===== src/design/fprc_cfg.svh =====
`ifndef FPRC_CFG_SVH
`define FPRC_CFG_SVH
// opcodes
`define FPRC_OP_RESUME 8'hAB
`define FPRC_OP_ULTRA 8'h79
`define FPRC_OP_PDOWN 8'hB9
`define FPRC_OP_RST_EN 8'h66
`define FPRC_OP_RST 8'h99
`define FPRC_OP_TERM 8'hF0
`define FPRC_CONFIRM 8'hD0
// clock rate
`define FPRC_CLK_MHZ 125
// delays in ns and derived cycle counts
`define FPRC_ULTRA_ENTRY_NS 3000
`define FPRC_ULTRA_RESUME_NS 10000
`define FPRC_SOFT_RESET_NS 10000
`define FPRC_ABORT_NS 10000
`define FPRC_CYC(ns) (((ns) * `FPRC_CLK_MHZ + 999) / 1000)
`define FPRC_ENTRY_CYC `FPRC_CYC(`FPRC_ULTRA_ENTRY_NS)
`define FPRC_RESUME_CYC `FPRC_CYC(`FPRC_ULTRA_RESUME_NS)
`define FPRC_RESET_CYC `FPRC_CYC(`FPRC_SOFT_RESET_NS)
`define FPRC_ABORT_CYC `FPRC_CYC(`FPRC_ABORT_NS)
`define FPRC_CNT_W 16
`endif


===== src/design/fprc_pkg.sv =====
package fprc_pkg;
    typedef enum logic [2:0] {
        ST_STANDBY,
        ST_ENTERING,
        ST_ULTRA,
        ST_DEEP,
        ST_RESUMING,
        ST_RESETTING,
        ST_ABORTING
    } fprc_state_e;

    typedef enum logic [1:0] {
        FR_IDLE,
        FR_TERM_OP,
        FR_IGNORE
    } fprc_frame_e;
endpackage : fprc_pkg


===== src/design/fprc_sync.sv =====
`timescale 1ns/1ns
module fprc_sync (
    input wire logic i_clk_sys,
    input wire logic i_rst,
    input wire logic i_async,
    input wire logic i_init,
    output logic o_level
);
    typedef struct packed {
        logic [2:0] sh;
        logic lvl;
    } fprc_sync_s;

    fprc_sync_s s_q;
    fprc_sync_s s_d;

    ////////////////////////////////////////////////////////////////
    // three stages; change counts once stages two and three agree
    always_comb begin
        s_d = s_q;
        s_d.sh = {s_q.sh[1:0], i_async};
        if (s_q.sh[1] == s_q.sh[2]) begin
            s_d.lvl = s_q.sh[2];
        end
    end

    always_ff @(posedge i_clk_sys) begin
        if (i_rst) begin
            s_q <= {i_init ? 3'h7 : 3'h0, i_init};
        end else begin
            s_q <= s_d;
        end
    end

    assign o_level = s_q.lvl;
endmodule : fprc_sync


===== src/design/fprc_timer.sv =====
`timescale 1ns/1ns
`include "fprc_cfg.svh"
module fprc_timer (
    input wire logic i_clk_sys,
    input wire logic i_rst,
    input wire logic i_load,
    input wire logic [`FPRC_CNT_W-1:0] i_cycles,
    output logic o_done
);
    typedef struct packed {
        logic [`FPRC_CNT_W-1:0] cnt;
        logic done;
    } fprc_timer_s;

    fprc_timer_s t_q;
    fprc_timer_s t_d;

    ////////////////////////////////////////////////////////////////
    // down counter, one-cycle done pulse at expiry
    always_comb begin
        t_d = t_q;
        t_d.done = 1'b0;
        if (i_load) begin
            t_d.cnt = i_cycles;
        end else if (t_q.cnt != '0) begin
            t_d.cnt = t_q.cnt - 1'b1;
            t_d.done = (t_q.cnt == `FPRC_CNT_W'(1));
        end
    end

    always_ff @(posedge i_clk_sys) begin
        if (i_rst) begin
            t_q <= '0;
        end else begin
            t_q <= t_d;
        end
    end

    assign o_done = t_q.done;
endmodule : fprc_timer


===== src/design/fprc_core.sv =====
`timescale 1ns/1ns
`include "fprc_cfg.svh"
module fprc_core #(
    parameter logic [`FPRC_CNT_W-1:0] ENTRY_CYC = `FPRC_CNT_W'(`FPRC_ENTRY_CYC),
    parameter logic [`FPRC_CNT_W-1:0] RESUME_CYC = `FPRC_CNT_W'(`FPRC_RESUME_CYC),
    parameter logic [`FPRC_CNT_W-1:0] RESET_CYC = `FPRC_CNT_W'(`FPRC_RESET_CYC),
    parameter logic [`FPRC_CNT_W-1:0] ABORT_CYC = `FPRC_CNT_W'(`FPRC_ABORT_CYC)
) (
    input wire logic i_clk_sys,
    input wire logic i_rst,
    input wire logic i_cs_n,
    input wire logic i_sclk,
    input wire logic i_si,
    input wire logic i_power_down_select,
    input wire logic i_terminate_enable,
    input wire logic i_ready_busy_flag,
    input wire logic i_write_enable_latch,
    output logic o_ultra_deep_sleep,
    output logic o_deep_sleep,
    output logic o_busy,
    output logic o_cmd_accept,
    output logic o_buffer_clear,
    output logic o_config_reset,
    output logic o_array_abort
);
    typedef struct packed {
        fprc_pkg::fprc_state_e st;
        fprc_pkg::fprc_frame_e fr;
        logic cs_n;
        logic sclk;
        logic [7:0] shift;
        logic [2:0] bits;
        logic [7:0] first;
        logic got_byte;
        logic [2:0] nbytes;
        logic rst_armed;
        logic arm_frame;
        logic resume_reset;
        logic [`FPRC_CNT_W-1:0] load_val;
        logic load;
        logic ultra;
        logic deep;
        logic busy;
        logic accept;
        logic buf_clr;
        logic cfg_rst;
        logic abort;
    } fprc_core_s;

    fprc_core_s s_q;
    fprc_core_s s_d;
    logic cs_n_s;
    logic sclk_s;
    logic si_s;
    logic tmr_done;

    ////////////////////////////////////////////////////////////////
    // pin synchronisers and delay timer
    fprc_sync u_sync_cs (
        .i_clk_sys(i_clk_sys),
        .i_rst(i_rst),
        .i_async(i_cs_n),
        .i_init(1'b1),
        .o_level(cs_n_s)
    );

    fprc_sync u_sync_sclk (
        .i_clk_sys(i_clk_sys),
        .i_rst(i_rst),
        .i_async(i_sclk),
        .i_init(1'b0),
        .o_level(sclk_s)
    );

    fprc_sync u_sync_si (
        .i_clk_sys(i_clk_sys),
        .i_rst(i_rst),
        .i_async(i_si),
        .i_init(1'b0),
        .o_level(si_s)
    );

    fprc_timer u_timer (
        .i_clk_sys(i_clk_sys),
        .i_rst(i_rst),
        .i_load(s_q.load),
        .i_cycles(s_q.load_val),
        .o_done(tmr_done)
    );

    function automatic logic heard(input fprc_pkg::fprc_state_e st, input logic [7:0] op);
        unique case (st)
            fprc_pkg::ST_STANDBY: heard = 1'b1;
            fprc_pkg::ST_ULTRA: heard = (op == `FPRC_OP_RESUME);
            fprc_pkg::ST_DEEP: heard = (op == `FPRC_OP_RESUME)
                || (op == `FPRC_OP_RST_EN) || (op == `FPRC_OP_RST);
            fprc_pkg::ST_ENTERING: heard = 1'b0;
            fprc_pkg::ST_RESUMING: heard = 1'b0;
            fprc_pkg::ST_RESETTING: heard = 1'b0;
            fprc_pkg::ST_ABORTING: heard = 1'b0;
            default: heard = 1'b0;
        endcase
    endfunction : heard

    // states that run the delay timer
    function automatic logic timed(input fprc_pkg::fprc_state_e st);
        unique case (st)
            fprc_pkg::ST_ENTERING: timed = 1'b1;
            fprc_pkg::ST_RESUMING: timed = 1'b1;
            fprc_pkg::ST_RESETTING: timed = 1'b1;
            fprc_pkg::ST_ABORTING: timed = 1'b1;
            default: timed = 1'b0;
        endcase
    endfunction : timed

    ////////////////////////////////////////////////////////////////
    // frame decode and power state machine
    always_comb begin
        logic rise_sclk;
        logic cs_rise;
        logic cs_fall;
        logic [7:0] nxt;
        logic aligned;
        rise_sclk = sclk_s && !s_q.sclk;
        cs_rise = cs_n_s && !s_q.cs_n;
        cs_fall = !cs_n_s && s_q.cs_n;
        nxt = {s_q.shift[6:0], si_s};
        aligned = s_q.got_byte && (s_q.bits == 3'h0);
        s_d = s_q;
        s_d.cs_n = cs_n_s;
        s_d.sclk = sclk_s;
        s_d.load = 1'b0;
        s_d.buf_clr = 1'b0;
        s_d.cfg_rst = 1'b0;
        s_d.abort = 1'b0;
        s_d.accept = 1'b0;
        if (cs_fall) begin
            s_d.bits = 3'h0;
            s_d.got_byte = 1'b0;
            s_d.nbytes = 3'h0;
            s_d.fr = fprc_pkg::FR_IDLE;
            s_d.arm_frame = s_q.rst_armed;
        end
        if (!cs_n_s && rise_sclk) begin
            s_d.shift = nxt;
            s_d.bits = s_q.bits + 3'h1;
            if (s_q.bits == 3'h7) begin
                s_d.got_byte = 1'b1;
                if (s_q.nbytes != 3'h7) begin
                    s_d.nbytes = s_q.nbytes + 3'h1;
                end
                if (s_q.nbytes == 3'h0) begin
                    s_d.first = nxt;
                    if (s_q.arm_frame && nxt != `FPRC_OP_RST) begin
                        s_d.rst_armed = 1'b0;
                    end
                    if (nxt == `FPRC_OP_TERM && s_q.st == fprc_pkg::ST_STANDBY) begin
                        s_d.fr = fprc_pkg::FR_TERM_OP;
                    end
                end else if (s_q.fr == fprc_pkg::FR_TERM_OP && s_q.nbytes == 3'h1) begin
                    s_d.fr = (nxt == `FPRC_CONFIRM) ? fprc_pkg::FR_TERM_OP
                        : fprc_pkg::FR_IGNORE;
                end
            end
        end
        if (cs_rise && s_q.got_byte) begin
            // command executes only on a byte-aligned rise
            if (aligned && heard(s_q.st, s_q.first)) begin
                unique case (s_q.first)
                    `FPRC_OP_RESUME: begin
                        if (s_q.nbytes == 3'h1 && (s_q.st == fprc_pkg::ST_ULTRA
                            || s_q.st == fprc_pkg::ST_DEEP)) begin
                            s_d.resume_reset = (s_q.st == fprc_pkg::ST_ULTRA);
                            s_d.buf_clr = (s_q.st == fprc_pkg::ST_ULTRA);
                            s_d.cfg_rst = (s_q.st == fprc_pkg::ST_ULTRA);
                            s_d.st = fprc_pkg::ST_RESUMING;
                            s_d.load_val = RESUME_CYC;
                            s_d.load = 1'b1;
                            s_d.accept = 1'b1;
                        end
                    end
                    `FPRC_OP_ULTRA, `FPRC_OP_PDOWN: begin
                        if (!i_ready_busy_flag) begin
                            s_d.ultra = 1'b0;
                            s_d.deep = 1'b0;
                            s_d.st = fprc_pkg::ST_ENTERING;
                            s_d.load_val = ENTRY_CYC;
                            s_d.load = 1'b1;
                            s_d.accept = 1'b1;
                            // remember target: deep only for B9h with select set
                            s_d.resume_reset = !(s_q.first == `FPRC_OP_PDOWN
                                && i_power_down_select);
                        end
                    end
                    `FPRC_OP_RST_EN: begin
                        if (s_q.nbytes == 3'h1) begin
                            s_d.rst_armed = 1'b1;
                            s_d.accept = 1'b1;
                        end
                    end
                    `FPRC_OP_RST: begin
                        if (s_q.arm_frame && s_q.rst_armed && s_q.nbytes == 3'h1) begin
                            s_d.rst_armed = 1'b0;
                            s_d.st = fprc_pkg::ST_RESETTING;
                            s_d.cfg_rst = 1'b1;
                            s_d.buf_clr = 1'b1;
                            s_d.abort = 1'b1;
                            s_d.ultra = 1'b0;
                            s_d.deep = 1'b0;
                            s_d.load_val = RESET_CYC;
                            s_d.load = 1'b1;
                            s_d.accept = 1'b1;
                        end
                    end
                    `FPRC_OP_TERM: begin
                        // write latch state plays no part
                        if (i_terminate_enable && s_q.fr == fprc_pkg::FR_TERM_OP
                            && s_q.nbytes == 3'h2) begin
                            s_d.st = fprc_pkg::ST_ABORTING;
                            s_d.abort = 1'b1;
                            s_d.load_val = ABORT_CYC;
                            s_d.load = 1'b1;
                            s_d.accept = 1'b1;
                        end
                    end
                    default: begin
                    end
                endcase
            end
            if (s_q.first != `FPRC_OP_RST_EN || !aligned) begin
                // a failed reset frame also drops the arming
                s_d.arm_frame = 1'b0;
                s_d.rst_armed = 1'b0;
            end
        end
        if (tmr_done) begin
            unique case (s_q.st)
                fprc_pkg::ST_ENTERING: begin
                    s_d.st = s_q.resume_reset ? fprc_pkg::ST_ULTRA : fprc_pkg::ST_DEEP;
                    s_d.ultra = s_q.resume_reset;
                    s_d.deep = !s_q.resume_reset;
                end
                fprc_pkg::ST_RESUMING: begin
                    s_d.st = fprc_pkg::ST_STANDBY;
                    s_d.ultra = 1'b0;
                    s_d.deep = 1'b0;
                    s_d.resume_reset = 1'b0;
                end
                fprc_pkg::ST_RESETTING, fprc_pkg::ST_ABORTING: begin
                    s_d.st = fprc_pkg::ST_STANDBY;
                end
                default: begin
                end
            endcase
        end
        s_d.busy = timed(s_d.st);
    end

    always_ff @(posedge i_clk_sys) begin
        if (i_rst) begin
            s_q <= '{st: fprc_pkg::ST_STANDBY, fr: fprc_pkg::FR_IDLE, cs_n: 1'b1,
                     default: '0};
        end else begin
            s_q <= s_d;
        end
    end

    ////////////////////////////////////////////////////////////////
    // outputs straight from state
    assign o_ultra_deep_sleep = s_q.ultra;
    assign o_deep_sleep = s_q.deep;
    assign o_busy = s_q.busy;
    assign o_cmd_accept = s_q.accept;
    assign o_buffer_clear = s_q.buf_clr;
    assign o_config_reset = s_q.cfg_rst;
    assign o_array_abort = s_q.abort;
endmodule : fprc_core


===== config.mk =====
export PLATFORM = sky130hd
export DESIGN_NAME = fprc_core
export DESIGN_NICKNAME = d
export VERILOG_FILES = /design/src/design/fprc_pkg.sv /design/src/design/fprc_sync.sv /design/src/design/fprc_timer.sv /design/src/design/fprc_core.sv
export VERILOG_INCLUDE_DIRS = /design/src /design/src/design
export SDC_FILE = /design/constraint.sdc
export NUM_CORES = 1
export LEC_CHECK = 0
export BUFFER_PORTS_ARGS = -buffer_cell sky130_fd_sc_hd__buf_2
export CAP_MARGIN = 5
export CELL_PAD_IN_SITES_DETAIL_PLACEMENT = 0
export CELL_PAD_IN_SITES_GLOBAL_PLACEMENT = 1
export CORE_UTILIZATION = 46
export DETAILED_ROUTE_END_ITERATION = 6
export PLACE_DENSITY = 0.74
export SETUP_SLACK_MARGIN = 0.05
export SYNTH_ARGS = -nofsm -noshare
export SYNTH_HDL_FRONTEND = slang
export SYNTH_SLANG_ARGS = --single-unit

===== constraint.sdc =====
create_clock -name i_clk_sys -period 2.6 [get_ports i_clk_sys]
set_input_delay 0.39 -clock i_clk_sys [delete_from_list [all_inputs] [get_ports i_clk_sys]]
set_output_delay 0.39 -clock i_clk_sys [all_outputs]
set_load 0.01 [all_outputs]

Word-level counts from Yosys, hierarchy flattened
Index checks and enable logic that the tools add are counted.
{"block": "op_classes", "n_addsub": 3, "eq_ne": 33, "muxes": 57, "bitwise_logic": 3, "n_reduce_logical": 40}
{"cell": "17-bit case mux with 4 select lines", "n": 1}
{"cell": "8-bit equality test, second input constant", "n": 6}
{"cell": "20-bit two-way mux", "n": 2}
{"cell": "17-bit two-way mux", "n": 2}
{"cell": "16-bit two-way mux", "n": 2}
{"cell": "3-bit two-way mux", "n": 10}
{"cell": "22-bit two-way mux", "n": 1}
{"cell": "3-bit equality test, second input constant", "n": 7}
{"cell": "19-bit two-way mux", "n": 1}
{"cell": "18-bit two-way mux", "n": 1}
{"cell": "2-bit two-way mux", "n": 9}
{"cell": "16-bit by 1-bit equality test with 1-bit output, second input constant", "n": 1}
{"cell": "8-bit by 7-bit equality test with 1-bit output, second input constant", "n": 2}
{"cell": "1-bit logical AND", "n": 16}
{"cell": "16-bit nonzero test", "n": 1}
{"cell": "16-bit by 1-bit subtractor with 16-bit output, second input constant", "n": 1}
{"cell": "1-bit two-way mux", "n": 14}
{"cell": "13-bit two-way mux", "n": 1}
{"cell": "2-bit case mux with 2 select lines", "n": 3}
{"cell": "3-bit case mux with 4 select lines", "n": 1}
{"cell": "3-bit by 1-bit equality test with 1-bit output, second input constant", "n": 3}
{"cell": "3-bit by 2-bit equality test with 1-bit output, second input constant", "n": 3}
{"cell": "3-bit logical NOT", "n": 3}
{"cell": "3-bit OR reduction", "n": 3}
{"cell": "other kinds (23)", "n": 42}
{"block": "totals", "register_bits": 85, "input_bits": 9, "output_inout_bits": 7, "elab_cells": 165}

Depth between registers and ports, before layout
Gate-level depths: netlist (run 1).
{"block": "logic_depth", "word_depth": 13, "depth_mapped": 9, "mapped_depth_nobuf": 9}

By module
A second synthesis (run 1) with hierarchy kept.
{"block": "hier_totals", "hier_cells": 425, "hier_area_um2": 3574.7}
{"mod": "fprc_core", "n_inst": 1, "cells_each": 266, "area_per_inst_um2": 2127.0, "seq_area_each_um2": 840.8}
{"mod": "fprc_timer", "n_inst": 1, "cells_each": 114, "area_per_inst_um2": 1008.5, "seq_area_each_um2": 340.3}
{"mod": "fprc_sync", "n_inst": 3, "cells_each": 15, "area_per_inst_um2": 146.4, "seq_area_each_um2": 90.1}

Worst setup path after synthesis (run 1)
Ideal clock, no wire load.
{"block": "synth_timing", "path_type": "register to register", "start": "register s_q[37] (netlist bit)", "end": "register s_q[16] (netlist bit)", "setup_time_ns": 0.065, "arrival_ns": 2.012, "path_slack_ns": 0.523, "stages_incl_launch_ff": 8, "n_path_buf": 0, "synth_period_minus_slack_ns": 2.077, "cell_sequence": "dfxtp_1 -> nand2b_2 -> nor4_4 -> o211ai_2 -> a211oi_2 -> nor4b_4 -> mux2_1 -> nor2_1"}
{"block": "synth_between", "elab_chain_cells": 7}
{"item": "start: declaration", "line": "fprc_core.sv:50", "rtl": "fprc_core_s s_q;"}
{"item": "start signal: assignment", "line": "fprc_core.sv:261", "rtl": "s_q <= '{st: fprc_pkg::ST_STANDBY, fr: fprc_pkg::FR_IDLE, cs_n: 1'b1,"}
{"item": "8-bit equality test or 8-bit by 7-bit equality test with 1-bit output (tied branches)"}
{"item": "1-bit logical OR (2 in a row)", "line": "fprc_core.sv:95", "rtl": "fprc_pkg::ST_DEEP: heard = (op == `FPRC_OP_RESUME)"}
{"item": "1-bit case mux with 3 select lines", "line": "fprc_core.sv:92", "rtl": "unique case (st)"}
{"item": "1-bit two-way mux", "line": "fprc_core.sv:166", "rtl": "if (cs_rise && s_q.got_byte) begin"}
{"item": "1-bit logical AND", "line": "fprc_core.sv:168", "rtl": "if (aligned && heard(s_q.st, s_q.first)) begin"}
{"item": "7-bit AND reduction (no source line)"}
Parallel ways exist; a longest one is shown, timed or not. The select of a mux whose other input is x is not followed.
A chain may end at the register's enable or synchronous reset.

Worst setup path after layout (run 1)
{"block": "layout_timing", "start": "register s_q[37] (netlist bit)", "end": "register s_q, in the netlist o_busy"}
{"block": "layout_between", "elab_chain_cells": 13}
{"item": "8-bit equality test or 8-bit by 7-bit equality test with 1-bit output (tied branches)"}
{"item": "1-bit logical OR (2 in a row)", "line": "fprc_core.sv:95"}
{"item": "1-bit case mux with 3 select lines", "line": "fprc_core.sv:92"}
{"item": "1-bit two-way mux", "line": "fprc_core.sv:166"}
{"item": "1-bit logical AND", "line": "fprc_core.sv:168"}
{"item": "3-bit two-way mux (*)", "line": "fprc_core.sv:168"}
{"item": "3-bit two-way mux (*)", "line": "fprc_core.sv:166"}
{"item": "3-bit case mux with 2 select lines", "line": "fprc_core.sv:237", "rtl": "unique case (s_q.st)"}
{"item": "3-bit two-way mux (*)", "line": "fprc_core.sv:236", "rtl": "if (tmr_done) begin"}
{"item": "3-bit equality test or 3-bit by 1-bit equality test with 1-bit output (tied branches)", "line": "fprc_core.sv:107", "rtl": "unique case (st)"}
{"item": "4-bit OR reduction (no source line) (*)"}
{"item": "1-bit two-way mux (*)", "line": "fprc_core.sv:107"}
Mark *: on every way between the ends. The rest lies on a longest branch, timed or not. The select of a mux whose other input is x is not followed.

==> summary.txt, run 1 <==
Finish
  • Number of diodes: 0
  • Layout area overhead: 11.2%
  • Reg area: 1420 um^2
  • Fillers: 695
  • Area occupied by multi-input gates: 1830 um^2
  • Fin util: 53.9%
  • Layout cell share with drive strength beyond 1: 12.8%
  • Non-Filler Instances: 509
  • Final net count: 427

STA
  • Slew @ Worst Pin: 0.517 ns
  • Endpoints failing hold: 0
  • Tcrit/Tclk final: 91.0%
  • Setup TNS: 0 ns
  • Layout Skew: 0.00530 ns
  • Min cycle time layout: 2.37 ns
  • Max Fclk: 0.423 GHz
  • Hold slack: 0.228 ns
  • Final Setup Violations: 0
  • Worst rel slew slack: 65.5%
  • Max-slew violations: 0
  • RSZ-0062 raised after global routing: false
  • Setup WS post-layout: 0.233 ns

Floorplan
  • Vert. Die Dim: 87.3 um
  • Die W: 87.3 um
  • Die area: 7620 um^2
  • Initial Utilization: 48.5%
  • Io pins: 16
  • Core area: 6910 um^2
  • Rows: 30

Yosys
  • Top-area cell type share of the netlist area: 42.5%
  • Area leader, netlist: dfxtp_1
  • Mapped Area: 3350 um^2
  • Sequential area share after synthesis: 42.5%
  • Top_reg_cell synth: dfxtp_1
  • Yosys synthesis warning count: 0
  • Syn Inst Count: 391
  • Ys async rst share: 0%
  • Syn_area_per_cell: 8.56 um^2
  • Seq cells post-synth: 71
  • EDFF count, synth: 0
  • Synth area leaders: dfxtp_1, nor2_1, nand2_1
  • Syn_nets: 410
  • Count of cell types in the netlist: 55

Pwr
  • PwrDens: 749 nW/um^2
  • Net Sw Frac: 31.0%
  • Part of the power in registers: 44.9%
  • P_leak: 1.48 nW
  • P_sw: 0.000864 W
  • Peak VDD IR: 0.373 mV
  • Combinational share of power: 23.7%
  • Internal: 0.00192 W
  • Power share of the clock group: 31.5%

Worst setup path
  • R2r startpoint: s_q[37]$_SDFFE_PP0P_
  • Worst EP required: 2.83 ns
  • Reg2reg path depth: 7
  • Startpoint Class: flop
  • Critical Path Source: s_q[37]$_SDFFE_PP0P_
  • Reg2reg setup slack: 0.23 ns
  • Reg2reg end: o_busy$_SDFF_PP0_
  • Crit Path Max Fanout: 6
  • Worst Path Arrival: 2.60 ns
  • Crit Path Category: flop to flop
  • Crit path capture type: flop
  • Crit path to: o_busy$_SDFF_PP0_

Clock network
  • CTS max path bufs: 2
  • CTS tree: done
  • CTS sink cnt: 71
  • Cts bufs inserted: 9
  • Post-CTS setup buffers: 0
  • Clock Pin Slew Worst Setup and Hold Paths: 0.08 ns
  • Hold_buf cts: 0
  • Clock Latency Late Sink: 0.34 ns
  • Post-CTS Resized: 0
  • CTS root buf: clkbuf_8
  • # H-tree levels: 3

Worst hold path
  • Tightest Hold Check Type: input pin to flop
  • Hold path depth: 2

Route
  • Vias per std cell: 5.25
  • DRT Wirelength: 6700 um
  • Pre-antenna DRT Iters: 5
  • WL/cell: 13.2 um
  • DRC errors left: 0
  • DR vias: 2674
  • Antenna viol nets, final: 0
  • 1st-iter DRT viols: 114

Placed design
  • Dpl ws: 0.279 ns
  • Final GP Congestion: 0.846
  • Placed cells: 493
  • DP HPWL: 4690 um
  • Port bufs: 14

Global route
  • Initial antenna violation count: 0
  • GRT overflow: 0
  • GRT Util Overall: 19.8%
  • First-pass GRT wire length: 11600 um
  • Largest net degree at the start of global routing: 53
  • Vias in the first global route: 2468

Run status
  • Outcome: finished clean

Job
  • Max_cap viols: 0
Yosys cell counts (5+ instances only):
library cell / n
dfxtp_1: 71
nor2_1: 55
nand2_1: 51
a21oi_1: 36
nor2b_1: 15
clkbuf_1: 13
nor3_1: 13
mux2i_1: 11
xnor2_1: 11
ha_1: 10
inv_1: 10
o21ai_0: 9
nand2b_1: 6
nand3b_1: 6
nand3_1: 5
or2_2: 5
kinds of logic (layout without fill, tap and decap cells):
kind of cell	Yosys count	in the layout	share of synthesized area, %
AND/OR/NAND/NOR	186	186	30.0
AO/OA/AOI/OAI	74	74	13.6
flip-flops	71	71	42.5
buffers and inverters	24	46	2.80
XOR/XNOR	13	13	3.40
multiplexers	13	13	3.96
adder cells (fa/ha/maj)	10	10	3.74
area by class of cell:
class	instances	share of cell area, %
clock buffer	9	3.33
clock inverter	7	1.95
inverter	10	1.01
multi-input combinational	296	49.2
sequential	71	38.2
tap	96	3.23
timing repair buffer	20	3.09
cell usage in the layout (no fill, tap or decap), types with 4 or more instances in the layout:
cell type	count
nor3_1	13
ha_1	10
nand2_1	51
nand3_1	5
nor2b_1	15
a21oi_1	36
nor4_1	4
or2_2	5
nand3b_1	6
nand2b_1	6
xnor2_1	11
buf_4	6
mux2i_1	11
clkbuf_8	9
inv_1	10
o21a_1	4
dfxtp_1	71
nor2_1	55
buf_2	14
o21ai_0	9
worst min path at each step:
| stage | from | endpoint | slack [ns] |
|---|---|---|---|
| 2_1_floorplan | u_sync_cs.s_d[2]$_SDFF_PP1_ | u_sync_cs.s_d[3]$_SDFF_PP1_ | 0.39 |
| 5_1_grt | i_cs_n | u_sync_cs.s_d[2]$_SDFF_PP1_ | 0.22 |
| 3_5_place_dp | u_sync_cs.s_d[2]$_SDFF_PP1_ | u_sync_cs.s_d[3]$_SDFF_PP1_ | 0.40 |
| 6_report | i_cs_n | u_sync_cs.s_d[2]$_SDFF_PP1_ | 0.23 |
| 3_3_place_gp | u_sync_cs.s_d[2]$_SDFF_PP1_ | u_sync_cs.s_d[3]$_SDFF_PP1_ | 0.39 |
| 4_1_cts | i_cs_n | u_sync_cs.s_d[2]$_SDFF_PP1_ | 0.20 |
flip-flops by register name, indices dropped and copies added, names as in the netlist, 2 cells and up:
register	flops
s_q	36
u_sync_sclk.s_d	2
u_sync_cs.s_d	2
u_timer.t_q	16
u_sync_si.s_d	2
per-layer routing:
layer | routed length (um) | part of all wire (%) | GRT usage (%) | up-vias
met4 | 93 | 1.4 | 7.15 | 0
met2 | 2990 | 45 | 30.9 | 43
li1 | - | - | - | 1393
met1 | 3380 | 50 | 26.5 | 1229
met3 | 232 | 3.5 | 4.93 | 9
met5 | 0 | 0 | 0 | -
stage by stage:
| stage | instance area (um^2) | power (W) |
|---|---|---|
| after global routing | 3720 | 0.00299 |
| final | 3720 | 0.00279 |
| after CTS | 3720 | 0.00283 |
| after detailed placement | 3530 | 0.00193 |
| after floorplan | 3350 | 0.00180 |
| after global placement | 3530 | 0.00192 |
critical path, stage by stage, from the launching register on:
cell      delay [ns]
dfxtp_1         0.35
nand2b_2        0.27
nor4_4          0.40
o211ai_2        0.16
a21oi_2         0.30
a21oi_1         0.13
a211oi_2        0.28
mux2_1          0.35
power groups by stage:
stage                     combinational (W)  clock [W]  sequential (W)
final                              0.000660   0.000877         0.00125
after global routing               0.000761   0.000962         0.00126
after CTS                          0.000662   0.000914         0.00125
after detailed placement           0.000655          0         0.00128
after global placement             0.000648          0         0.00128
after floorplan                    0.000545          0         0.00126
No activity file was read; power rests on OpenSTA's default activity.
==> inputs of run 2 (changes only) <==
Settings changed: GPL_TIMING_DRIVEN set to 0.
==> summary.txt, run 2 (synthesis results as in run 1) <==
Route
  • Routed met1 length: 3560 um (+5.3%)
  • Uppermost routed layer: met4
  • Met3 WL: 228 um (-1.7%)
  • WL/cell: 13.8 um (+5.0%)
  • DR vias: 2712 (+1.4%)
  • DRC errors left: 0 (unchanged)
  • 1st-iter DRT viols: 102 (-11%)
  • Vias per std cell: 5.25 (-0.15%)
  • DRT Wirelength: 7140 um (+6.6%)
  • Antenna viol nets, final: 0 (unchanged)
  • WL met2: 3260 um (+9.1%)
  • Pre-antenna DRT Iters: 5 (unchanged)

Placed design
  • Port bufs: 13 (-1)
  • Dpl cell area: 3530 um^2 (+0.18%)
  • DP HPWL: 5240 um (+12%)
  • Final GP Congestion: 0.798 (-5.6%)

STA
  • Max-slew violations: 0 (unchanged)
  • Final Setup Violations: 0 (unchanged)
  • Worst rel slew slack: 56.9% (-8.6 points)
  • Min cycle time layout: 2.37 ns (+0.00486 ns)
  • RSZ-0062 raised after global routing: false
  • Tcrit/Tclk final: 91.2% (+0.19 points)
  • Layout Skew: 0.00765 ns (+0.00235 ns)
  • Endpoints failing hold: 0 (unchanged)
  • Max Fclk: 0.422 GHz (-0.20%)
  • Slew @ Worst Pin: 0.646 ns (+0.129 ns)
  • Setup TNS: 0 ns (unchanged)

Finish
  • Area occupied by multi-input gates: 1830 um^2 (+0.14%)
  • Largest Register: s_q
  • Most frequent cells in the layout: dfxtp_1, nor2_1, nand2_1
  • Layout area overhead: 11.1% (about the same)
  • Commonest non-fill, non-tap cell in the layout: dfxtp_1
  • Layout cell share with drive strength beyond 1: 11.6% (-1.2 points)
  • Final net count: 436 (+2.1%)
  • Finished Cell Area: 3720 um^2 (about the same)
  • Reg area: 1420 um^2 (unchanged)
  • Biggest regs: s_q: 36 flops, u_timer.t_q: 16 flops
  • Number of diodes: 0 (unchanged)
  • Fillers: 719 (+3.5%)
  • Max reg flops: 36 (unchanged)

Floorplan
  • Core area: 6910 um^2 (unchanged)
  • Io pins: 16 (unchanged)
  • Vert. Die Dim: 87.3 um (unchanged)
  • Die area: 7620 um^2 (unchanged)
  • Die W: 87.3 um (unchanged)
  • Initial Utilization: 48.5% (unchanged)
  • Rows: 30 (unchanged)

Run status
  • Outcome: finished clean

Worst hold path
  • Hold path depth: 2 (unchanged)
  • Tightest Hold Check Type: input pin to flop

Worst setup path
  • Reg2reg setup slack: 0.23 ns (about the same)
  • Reg2reg path depth: 8 (+1)
  • Worst EP required: 2.82 ns (about the same)
  • Crit Path Category: flop to flop
  • Crit Path Max Fanout: 6 (unchanged)
  • Startpoint Class: flop
  • Crit path capture type: flop
  • Worst Path Arrival: 2.60 ns (about the same)

Clock network
  • CTS tree: done
  • # H-tree levels: 3 (unchanged)
  • CTS root buf: clkbuf_8
  • Clock Pin Slew Worst Setup and Hold Paths: 0.08 ns (about the same)
  • CTS sink cnt: 71 (unchanged)
  • Clock Latency Late Sink: 0.35 ns (about the same)
  • CTS max path bufs: 2 (unchanged)
  • Cts bufs inserted: 9 (unchanged)

Global route
  • GRT overflow: 0 (unchanged)
  • Largest net degree at the start of global routing: 14 (-74%)
  • Initial antenna violation count: 0 (unchanged)
  • GRT Util Overall: 21.2% (+1.4 points)
  • First-pass GRT wire length: 12400 um (+6.3%)
  • Vias in the first global route: 2553 (+3.4%)

Pwr
  • PwrDens: 718 nW/um^2 (-4.1%)
  • Peak VDD IR: 0.300 mV (-20%)
  • P_leak: 1.46 nW (-1.0%)

Job
  • Max_cap viols: 0 (unchanged)
[run 2: cell types whose count changed in the layout (fill, tap and decap cells not counted), sizes merged]
cell,previous run,this run
bufinv,1,0
clkbuf,9,22
buf,20,16
[run 2: timing repair]
action                                  in CTS  in global routing
setup buffers                                0                  2
endpoints found under the hold margin        0                  0
hold buffers                                 0                  0
endpoints found under the setup margin       0                  3
resized for setup                            0                  1
[run 2: area by class of cell]
class,instances,share of cell area [%]
inverters,10,1.01
well taps,96,3.23
repair buffers,15,2.15
multi-input cells,296,49.3
flip-flops and latches,71,38.2
plain buffers,14,1.51
clock buffers,9,3.33
clock inverters,6,1.24
[run 2: final timing paths]
kind / start / to
min reg2reg: u_sync_cs.s_d[2]$_SDFF_PP1_ / u_sync_cs.s_d[3]$_SDFF_PP1_
min: i_cs_n / u_sync_cs.s_d[2]$_SDFF_PP1_
max: s_q[33]$_SDFFE_PP0P_ / s_q[18]$_SDFFE_PP0P_
max reg2reg: s_q[33]$_SDFFE_PP0P_ / s_q[18]$_SDFFE_PP0P_
[run 2: critical path: stages (launching register included)]
cell and delay (ns):
dfxtp_1 0.37, nand4b_4 0.25, nor4b_4 0.36, a21oi_1 0.16
a211oi_2 0.37, nor4b_4 0.33, buf_4 0.17, mux2i_1 0.17
nor2_1 0.05
[run 2: layer usage]
metal / track usage (%) / vias to the layer above
li1: - / 1403
met1: 27.9 / 1270
met2: 33.6 / 31
met3: 5.97 / 8
met4: 7.00 / 0
met5: 0 / -
[run 2: metrics by stage]
step	cells	setup slack [ns]	hold slack [ns]	total power, W	util [%]
after global placement	500	0.134	0.393	0.00192	51.1
final	517	0.228	0.219	0.00267	53.9
after CTS	515	0.140	0.198	0.00271	53.6
after detailed placement	500	0.176	0.402	0.00192	51.1
after global routing	517	0.0472	0.205	0.00287	53.9
after floorplan	391	0.523	0.389	0.00180	-
[run 2: power breakdown]
group / internal, W / total [W] / leakage [nW] / switching [W]
clock network: 0.000345 / 0.000775 / 0.0817 / 0.000430
logic: 0.000290 / 0.000643 / 0.807 / 0.000353
registers: 0.00118 / 0.00125 / 0.576 / 0.0000757
